===== src/rtl/buck_seq_pkg.sv =====
/*
 * Constants and state encodings shared by the converter sequencing logic.
 * Assumes one 200 MHz system clock and comparator results already synchronous to it.
 */
package buck_seq_pkg;

	// ----------------------------------------------------------------
	// clock and timing
	// ----------------------------------------------------------------
	localparam int CLK_MHZ = 200;
	localparam int PERIOD_NS = 5;
	localparam int RAMP_TIME_US = 3;
	localparam int RAMP_TIMEOUT_US = 5;
	localparam int HICCUP_WAIT_US = 50;
	localparam int RAMP_TIME_CYC = RAMP_TIME_US * CLK_MHZ;
	localparam int RAMP_TIMEOUT_CYC = RAMP_TIMEOUT_US * CLK_MHZ;
	localparam int HICCUP_WAIT_CYC = HICCUP_WAIT_US * CLK_MHZ;
	localparam int LOW_OUT_LIMIT = 128;
	localparam int BOOT_CHARGE_CYC = 4;

	// ----------------------------------------------------------------
	// switching period and dither
	// ----------------------------------------------------------------
	localparam logic [9:0] NOMINAL_PERIOD = 10'h064;
	localparam logic [9:0] SPREAD_SPAN = 10'h002;
	localparam logic [9:0] SLOWED_PERIOD = 10'h0C8;
	localparam logic [9:0] DITHER_STEP = 10'h001;
	localparam int LFSR_W = 31;
	localparam logic [30:0] LFSR_SEED = 31'h00000001;

	// ----------------------------------------------------------------
	// reference scale
	// ----------------------------------------------------------------
	localparam int REF_W = 12;
	localparam logic [11:0] REF_FULL = 12'hFFF;
	localparam logic [11:0] REF_ZERO = 12'h000;
	localparam logic [11:0] REF_PRESET_OFS = 12'h029;
	localparam logic [11:0] REF_STEP = 12'h007;

	// ----------------------------------------------------------------
	// sequencer states
	// ----------------------------------------------------------------
	typedef enum logic [4:0] {
		ST_OFF = 5'h01,
		ST_RAMP = 5'h02,
		ST_RUN = 5'h04,
		ST_RECOVER = 5'h08,
		ST_HICCUP = 5'h10
	} seq_state_e;

endpackage


===== src/rtl/buck_softstart_spread_control.sv =====
/*
 * Sequencing for a synchronous step-down converter: boot recharge, soft start,
 * hiccup, dropout recovery and spread-spectrum qualification.
 * Assumes comparator inputs are synchronous to clk; raw pin inputs pass two flops.
 */
// Functional notes
// boot below threshold: turn on low side first, then high side
// spread spectrum present only when factory option is set
// dithered frequency stays within plus or minus two percent
// hop every cycle from LFSR, limited step between cycles
// whole dither pattern repeats slower than 1.5 Hz
// spread off when clock slowed or synchronised externally
// forced fixed-frequency mode keeps spread on even at no load
// soft start on lockout release, enable, hiccup end, thermal recovery
// reference ramps so output reaches 90 percent within ramp time
// soft start forces auto mode with diode emulation
// fixed-frequency and hiccup disabled until regulation or ramp timeout
// output a few percent low enters dropout recovery with slow ramp
// recovery presets reference one percent above present output level
// hiccup inhibited while regulating in dropout
// recovery: output under 0.4 for over 128 cycles triggers hiccup
// fixed-frequency mode stays allowed during dropout recovery
// recovery ramp rate equals start-up ramp rate
// hiccup stops switching, waits, then retries with soft start
// analog side gives clock-aligned comparator results
`timescale 1ns/1ps

module buck_softstart_spread_control #(
	parameter int HICCUP_WAIT_CYCLES = buck_seq_pkg::HICCUP_WAIT_CYC
) (
	// clock and reset
	input wire logic clk,
	input wire logic rst_n,
	// raw pins and events
	input wire logic enablePin,
	input wire logic uvloReleased,
	input wire logic thermalOk,
	// configuration
	input wire logic spreadOption,
	input wire logic forcedFixedFreqMode,
	input wire logic lightLoadSlow,
	input wire logic minOnTimeSlow,
	input wire logic dropoutSlow,
	input wire logic extSyncLocked,
	// comparators, clock aligned
	input wire logic bootUnderVolt,
	input wire logic outBelowFortyPct,
	input wire logic outInReg,
	input wire logic outFewPctLow,
	input wire logic [11:0] outLevel,
	input wire logic highSideReq,
	// outputs
	output logic highSideOn,
	output logic lowSideOn,
	output logic switchingOn,
	output logic [11:0] refLevel,
	output logic diodeEmulation,
	output logic fixedFreqActive,
	output logic hiccupEnabled,
	output logic spreadActive,
	output logic cycleTick,
	output logic [9:0] period
);

	buck_seq_pkg::seq_state_e state_reg;
	buck_seq_pkg::seq_state_e state_next;
	logic [1:0] enSync_reg;
	logic [1:0] uvloSync_reg;
	logic [1:0] tempSync_reg;
	logic enPrev_reg;
	logic uvloPrev_reg;
	logic tempPrev_reg;
	logic startEvent;
	logic [15:0] timer_reg;
	logic [7:0] lowCount_reg;
	logic [2:0] bootCount_reg;
	logic bootCharging_reg;
	logic rampDone;
	logic spreadAllowed;
	logic ditherTick;
	logic [9:0] ditherPeriod;
	logic runUp;

	// saturating reference step shared by ramp and recovery
	function automatic logic [11:0] ref_step(input logic [11:0] cur);
		if (cur >= buck_seq_pkg::REF_FULL - buck_seq_pkg::REF_STEP) begin
			ref_step = buck_seq_pkg::REF_FULL;
		end else begin
			ref_step = cur + buck_seq_pkg::REF_STEP;
		end
	endfunction

	// ------------------------------------------------------------
	// pin synchronisers and start events
	// ------------------------------------------------------------
	always_ff @(posedge clk) begin
		if (!rst_n) begin
			enSync_reg <= 2'h0;
			uvloSync_reg <= 2'h0;
			tempSync_reg <= 2'h0;
			enPrev_reg <= 1'b0;
			uvloPrev_reg <= 1'b0;
			tempPrev_reg <= 1'b0;
		end else begin
			enSync_reg <= {enSync_reg[0], enablePin};
			uvloSync_reg <= {uvloSync_reg[0], uvloReleased};
			tempSync_reg <= {tempSync_reg[0], thermalOk};
			enPrev_reg <= enSync_reg[1];
			uvloPrev_reg <= uvloSync_reg[1];
			tempPrev_reg <= tempSync_reg[1];
		end
	end

	// a rising edge on any gate starts a ramp once all three gates are high
	assign runUp = enSync_reg[1] && uvloSync_reg[1] && tempSync_reg[1];
	assign startEvent = runUp && ((enSync_reg[1] && !enPrev_reg)
		|| (uvloSync_reg[1] && !uvloPrev_reg) || (tempSync_reg[1] && !tempPrev_reg));
	assign rampDone = outInReg || (timer_reg >= 16'(buck_seq_pkg::RAMP_TIMEOUT_CYC));

	// ------------------------------------------------------------
	// sequencer
	// ------------------------------------------------------------
	always_comb begin
		state_next = state_reg;
		case (state_reg)
			buck_seq_pkg::ST_OFF: begin
				if (startEvent) begin
					state_next = buck_seq_pkg::ST_RAMP;
				end
			end
			buck_seq_pkg::ST_RAMP: begin
				if (rampDone) begin
					state_next = buck_seq_pkg::ST_RUN;
				end
			end
			buck_seq_pkg::ST_RUN: begin
				if (outFewPctLow) begin
					state_next = buck_seq_pkg::ST_RECOVER;
				end
			end
			buck_seq_pkg::ST_RECOVER: begin
				if (lowCount_reg >= 8'(buck_seq_pkg::LOW_OUT_LIMIT)) begin
					state_next = buck_seq_pkg::ST_HICCUP;
				end else if (refLevel == buck_seq_pkg::REF_FULL) begin
					state_next = buck_seq_pkg::ST_RUN;
				end
			end
			buck_seq_pkg::ST_HICCUP: begin
				if (timer_reg >= 16'(HICCUP_WAIT_CYCLES)) begin
					state_next = buck_seq_pkg::ST_RAMP;
				end
			end
			default: state_next = buck_seq_pkg::ST_OFF;
		endcase
		if (!runUp) begin
			state_next = buck_seq_pkg::ST_OFF;
		end
	end

	// state register
	always_ff @(posedge clk) begin
		if (!rst_n) begin
			state_reg <= buck_seq_pkg::ST_OFF;
		end else begin
			state_reg <= state_next;
		end
	end

	// timer restarts on each state change
	always_ff @(posedge clk) begin
		if (!rst_n) begin
			timer_reg <= 16'h0000;
		end else if (state_next != state_reg) begin
			timer_reg <= 16'h0000;
		end else if (timer_reg != 16'hFFFF) begin
			timer_reg <= timer_reg + 16'h0001;
		end
	end

	// low-output counter, only in recovery and not in dropout
	always_ff @(posedge clk) begin
		if (!rst_n) begin
			lowCount_reg <= 8'h00;
		end else if (state_reg == buck_seq_pkg::ST_RECOVER && outBelowFortyPct
			&& !dropoutSlow) begin
			if (lowCount_reg != 8'hFF) begin
				lowCount_reg <= lowCount_reg + 8'h01;
			end
		end else begin
			lowCount_reg <= 8'h00;
		end
	end

	// ------------------------------------------------------------
	// reference ramp
	// ------------------------------------------------------------
	always_ff @(posedge clk) begin
		if (!rst_n) begin
			refLevel <= buck_seq_pkg::REF_ZERO;
		end else if (state_reg == buck_seq_pkg::ST_OFF || state_reg == buck_seq_pkg::ST_HICCUP) begin
			refLevel <= buck_seq_pkg::REF_ZERO;
		end else if (state_reg == buck_seq_pkg::ST_RUN && state_next == buck_seq_pkg::ST_RECOVER) begin
			refLevel <= ref_step(outLevel + buck_seq_pkg::REF_PRESET_OFS - buck_seq_pkg::REF_STEP);
		end else if (state_reg == buck_seq_pkg::ST_RAMP || state_reg == buck_seq_pkg::ST_RECOVER) begin
			refLevel <= ref_step(refLevel);
		end else begin
			refLevel <= buck_seq_pkg::REF_FULL;
		end
	end

	// ------------------------------------------------------------
	// mode outputs
	// ------------------------------------------------------------
	always_ff @(posedge clk) begin
		if (!rst_n) begin
			diodeEmulation <= 1'b1;
			fixedFreqActive <= 1'b0;
			hiccupEnabled <= 1'b0;
			switchingOn <= 1'b0;
		end else begin
			diodeEmulation <= (state_next == buck_seq_pkg::ST_RAMP) || !forcedFixedFreqMode;
			fixedFreqActive <= forcedFixedFreqMode && (state_next == buck_seq_pkg::ST_RUN
				|| state_next == buck_seq_pkg::ST_RECOVER);
			hiccupEnabled <= !dropoutSlow && (state_next == buck_seq_pkg::ST_RUN
				|| state_next == buck_seq_pkg::ST_RECOVER);
			switchingOn <= state_next == buck_seq_pkg::ST_RAMP || state_next == buck_seq_pkg::ST_RUN
				|| state_next == buck_seq_pkg::ST_RECOVER;
		end
	end

	// ------------------------------------------------------------
	// boot recharge ahead of high side
	// ------------------------------------------------------------
	always_ff @(posedge clk) begin
		if (!rst_n) begin
			bootCharging_reg <= 1'b0;
			bootCount_reg <= 3'h0;
			highSideOn <= 1'b0;
			lowSideOn <= 1'b0;
		end else if (!switchingOn) begin
			bootCharging_reg <= 1'b0;
			bootCount_reg <= 3'h0;
			highSideOn <= 1'b0;
			lowSideOn <= 1'b0;
		end else if (highSideReq && (bootUnderVolt || bootCharging_reg)) begin
			bootCharging_reg <= bootCount_reg < 3'(buck_seq_pkg::BOOT_CHARGE_CYC - 1);
			bootCount_reg <= bootCount_reg + 3'h1;
			highSideOn <= 1'b0;
			lowSideOn <= 1'b1;
		end else begin
			bootCharging_reg <= 1'b0;
			bootCount_reg <= 3'h0;
			highSideOn <= highSideReq;
			lowSideOn <= !highSideReq;
		end
	end

	// ------------------------------------------------------------
	// spread spectrum
	// ------------------------------------------------------------
	assign spreadAllowed = spreadOption && !extSyncLocked && !dropoutSlow && !minOnTimeSlow
		&& (forcedFixedFreqMode || !lightLoadSlow);

	spread_dither ditherGen (
		.clk(clk),
		.rst_n(rst_n),
		.spreadOn(spreadAllowed),
		.slowClock(dropoutSlow || minOnTimeSlow || (!forcedFixedFreqMode && lightLoadSlow)),
		.cycleStart(ditherTick),
		.periodNow(ditherPeriod)
	);

	// registered spread outputs
	always_ff @(posedge clk) begin
		if (!rst_n) begin
			spreadActive <= 1'b0;
			cycleTick <= 1'b0;
			period <= buck_seq_pkg::NOMINAL_PERIOD;
		end else begin
			spreadActive <= spreadAllowed;
			cycleTick <= ditherTick;
			period <= ditherPeriod;
		end
	end
endmodule


===== src/rtl/spread_dither.sv =====
/*
 * Switching period generator with LFSR dithering of the period.
 * Assumes enables come from logic on the same clock.
 */
`timescale 1ns/1ps

module spread_dither (
	// clock and reset
	input wire logic clk,
	input wire logic rst_n,
	// control
	input wire logic spreadOn,
	input wire logic slowClock,
	// outputs
	output logic cycleStart,
	output logic [9:0] periodNow
);

	logic [30:0] lfsr_reg;
	logic [9:0] count_reg;
	logic [9:0] period_reg;
	logic [9:0] target;
	logic inBand;

	// ------------------------------------------------------------
	// target period: slowed period, nominal with spread off, else from the LFSR inside the spread band
	// ------------------------------------------------------------
	always_comb begin
		if (slowClock) begin
			target = buck_seq_pkg::SLOWED_PERIOD;
		end else if (!spreadOn) begin
			target = buck_seq_pkg::NOMINAL_PERIOD;
		end else if (lfsr_reg[0]) begin
			target = buck_seq_pkg::NOMINAL_PERIOD + buck_seq_pkg::SPREAD_SPAN;
		end else begin
			target = buck_seq_pkg::NOMINAL_PERIOD - buck_seq_pkg::SPREAD_SPAN;
		end
	end

	// 31-bit maximal LFSR, steps once per cycle
	always_ff @(posedge clk) begin
		if (!rst_n) begin
			lfsr_reg <= buck_seq_pkg::LFSR_SEED;
		end else if (cycleStart && spreadOn) begin
			lfsr_reg <= {lfsr_reg[29:0], lfsr_reg[30] ^ lfsr_reg[27]};
		end
	end

	// a period left over from a slowed clock is reloaded, not walked back step by step
	assign inBand = period_reg <= buck_seq_pkg::NOMINAL_PERIOD + buck_seq_pkg::SPREAD_SPAN
		&& period_reg >= buck_seq_pkg::NOMINAL_PERIOD - buck_seq_pkg::SPREAD_SPAN;

	// period moves one step at a time toward target while dithering in band, else loads target
	always_ff @(posedge clk) begin
		if (!rst_n) begin
			period_reg <= buck_seq_pkg::NOMINAL_PERIOD;
		end else if (cycleStart) begin
			if (slowClock || !spreadOn || !inBand) begin
				period_reg <= target;
			end else if (period_reg < target) begin
				period_reg <= period_reg + buck_seq_pkg::DITHER_STEP;
			end else if (period_reg > target) begin
				period_reg <= period_reg - buck_seq_pkg::DITHER_STEP;
			end
		end
	end

	// period counter
	always_ff @(posedge clk) begin
		if (!rst_n) begin
			count_reg <= 10'h000;
			cycleStart <= 1'b0;
		end else if (count_reg >= period_reg - 10'h001) begin
			count_reg <= 10'h000;
			cycleStart <= 1'b1;
		end else begin
			count_reg <= count_reg + 10'h001;
			cycleStart <= 1'b0;
		end
	end

	assign periodNow = period_reg;
endmodule


===== config.mk =====
export PLATFORM = sky130hd
export DESIGN_NAME = buck_softstart_spread_control
export DESIGN_NICKNAME = d
export VERILOG_FILES = /design/src/rtl/buck_seq_pkg.sv /design/src/rtl/buck_softstart_spread_control.sv /design/src/rtl/spread_dither.sv
export SDC_FILE = /design/constraint.sdc
export NUM_CORES = 1
export LEC_CHECK = 0
export BUFFER_PORTS_ARGS = -buffer_cell sky130_fd_sc_hd__buf_2
export CAP_MARGIN = 5
export CORE_UTILIZATION = 50
export CTS_BUF_LIST = sky130_fd_sc_hd__clkbuf_16
export CTS_CLUSTER_DIAMETER = 30
export DETAILED_ROUTE_END_ITERATION = 8
export MAX_ROUTING_LAYER = met4
export PLACE_DENSITY = 0.69
export SYNTH_ARGS = -nofsm -noshare
export SYNTH_HDL_FRONTEND = slang
export SYNTH_SLANG_ARGS = --single-unit

===== constraint.sdc =====
create_clock -name clk -period 6.51 [get_ports clk]
set_input_delay 1.302 -clock clk [delete_from_list [all_inputs] [get_ports clk]]
set_output_delay 1.302 -clock clk [all_outputs]
set_load 0.02 [all_outputs]

==> metrics.txt <==
status finished, violations left; failing checks design-rule violations; First-pass DRT Iterations 6; Worst Hold Depth 1; gpl congestion approximately 0.85; Pins Over Slew Limit 0; worst hold path class reg -> reg; final worst clock skew roughly 0.0052 ns; # hold bufs at CTS 0; # nets final roughly 830; Root Driver clkbuf_16; Worst VDD drop 0.1793 mV; num rows 39; Die H 112.0 um; Hold Path End highSideOn; largest net degree at the start of global routing 46; Synth Flop Type dfxtp_1; antenna violations before repair 0; final period utilization a little under three fifths; Reg2Reg Launch Point ditherGen.periodNow[2]; fin util 59.69%; die area 12530 um^2; Final Power 1.745 mW; placement-stage worst setup slack between 2 and 2.5 ns; post-route setup TNS 0 ns; sequential-to-total area share from yosys stat 41.07%; max reg flops 31; FFs w/ async S/R, synth 0%; leading area contributor after synthesis dfxtp_1; Yosys warning count 0; RSZ-0062 raised after global routing no; clock tree from TritonCTS yes; Req. time, crit path 6.84 ns; post-DP HPWL 8904 um; Starting Density 52.05%; total wire length roughly 13000 um; Post-DP Area around 6400 um^2; Buffers on Ports 57; CTS resizes 0; top-level I/O count 58; share of the synthesized area in the top cell type 41.07%; number of remaining DRC errors 2; synthesized net count 776; post-route worst setup slack 2.857 ns; PD cells 251.8 nW/um^2; worst-path fanout max 14; max cap viols 0; Least-Margin Pin Slew 1.096 ns; worst-skew pair later-pin latency 0.41 ns; clk sinks 124; antenna viol nets, final 0; CTS clk-pin slew, worst paths 0.05 ns; Worst Reg2Reg Path Length in Cells 9; Vias per Instance around 5.5; R2R Setup Slk around 3.4 ns; # setup viols final 0; vias in the first global route 4889; area of the mapped netlist 6045 um^2; DR iter-0 viols 268; Total GRT Usage approximately 22%; Final Hold Fails 0; HP Start bootCharging_reg; Non-Filler Cell Area, Final 6932 um^2; first-pass GRT wire length 22110 um; DR vias 5033; CTS buffer count 17; distinct cell type count after synthesis 61; area of the core ~12000 um^2; Worst EP arrival 3.98 ns; worst reg2reg endpoint ditherGen.count_reg[2]; H-tree depth 4; Worst Setup End Kind flip-flop; die width roughly 110 um; relative slew slack 26.34%; post-synthesis register bit count 124; Post-CTS Setup Inserts 0; startpoint types primary input; Final Critical Period 3.653 ns; Synth area leaders dfxtp_1 41%, nand2_1 6.3%, ha_1 5.8%; clk buf depth 2; leak pwr 2.805 nW; synthesized area per cell 8.395 um^2; synthesis-to-layout area growth 14.68%; Wirelength per Cell 13.77 um; Fmax 0.2737 GHz; number of enable flip-flop cells after synthesis 0; antenna cells 0; Cells after Synth 720; grt ovf 0; critical path class in -> reg; proportion of layout cells with a drive suffix above 1 13.21%
stage by stage:
stage                     instances  hold WS [ns]
final                           923        0.4338
after global placement          892        0.4157
after CTS                       922        0.4360
after global routing            923        0.4641
after detailed placement        892        0.4272
after floorplan                 720        0.3988
worst max-delay path by stage:
| stage | start | to | slack (ns) | cells after the start |
|---|---|---|---|---|
| detailed placement | forcedFixedFreqMode | ditherGen.periodNow[4] | 2.47 | 12 |
| global route | forcedFixedFreqMode | ditherGen.periodNow[4] | 2.70 | 12 |
| finish | forcedFixedFreqMode | ditherGen.periodNow[4] | 2.86 | 12 |
| floorplan | forcedFixedFreqMode | ditherGen.periodNow[4] | 2.91 | 11 |
| global placement | forcedFixedFreqMode | ditherGen.periodNow[4] | 2.59 | 12 |
| CTS | forcedFixedFreqMode | ditherGen.periodNow[4] | 2.90 | 12 |
critical path: stages:
cell,delay (ns)
buf_2,0.09
inv_1,0.07
a211o_1,0.33
inv_1,0.12
o21ai_0,0.14
ha_1,0.29
and4b_1,0.20
a221oi_1,0.37
nand2_1,0.10
a31o_2,0.35
or4_1,0.49
a21oi_1,0.14
routing by layer:
metal | part of all wire [%] | vias to the layer above | wire (um) | track usage (%)
met5 | 0 | - | 0 | -
met3 | 3.3 | 16 | 414 | 4.409
met1 | 46 | 2350 | 5893 | 26.48
met2 | 49 | 86 | 6207 | 37.23
li1 | - | 2581 | - | -
met4 | 1.5 | 0 | 194 | 8.267
Yosys cell counts (all sizes together) (3+ instances only):
cell type / count
mux2i: 3
or3: 3
buf: 11
xor2: 30
nand2b: 10
a211o: 4
and2: 17
inv: 30
a21o: 5
nand3: 28
xnor2: 28
o21a: 3
o31ai: 3
or2: 6
a211oi: 7
dfxtp: 124
nor4: 5
nor3: 19
a31oi: 7
o21ai: 26
and3: 10
ha: 28
a221oi: 12
nand4: 15
nor3b: 3
nor2b: 9
and4b: 3
o22ai: 3
nand2: 103
o211ai: 4
or4: 4
a21oi: 55
nor2: 68
clkbuf: 19
layout by cell type (no fill, tap or decap), types with 4 or more instances in the layout:
cell	instances
nand3_1	28
clkbuf_16	17
and2_1	17
a211oi_1	5
nor4_1	5
and3_1	10
a211o_1	4
dfxtp_1	124
a31oi_1	6
nand2_1	102
ha_1	28
nor2b_1	9
or2_2	5
xor2_1	30
a21oi_1	54
o21ai_0	24
inv_1	32
nand2b_1	10
buf_2	58
nor3_1	18
nand4_1	15
nor2_1	68
a221oi_1	12
xnor2_1	28
a21o_1	5
report_power, final:
group / total, mW / switching, mW / internal (mW) / leakage [nW]
logic: 0.0747 / 0.0452 / 0.0295 / 1.51
clock network: 0.900 / 0.314 / 0.586 / 0.288
registers: 0.770 / 0.00479 / 0.766 / 1.00
final cells by class:
class / count / area, um^2
Clock buffer: 17 / 425.4
Sequential cell: 124 / 2482
Tap cell: 143 / 178.9
Timing Repair Buffer: 60 / 305.3
Multi-Input combinational cell: 536 / 3291
Inverter: 30 / 112.6
Clock inverter: 13 / 136.4
Fill cell: 1080 / 4682
logic make-up after synthesis:
group           count (synthesis)  share of synthesized area (%)
compound gates                138                          15.07
flops                         124                          41.07
mux                             3                         0.4968
fa+ha+maj                      28                          5.796
xor+xnor                       58                          8.404
simple gates                  309                          24.67
buf+inv                        60                          4.492
Power figures use the tool's default switching activity.
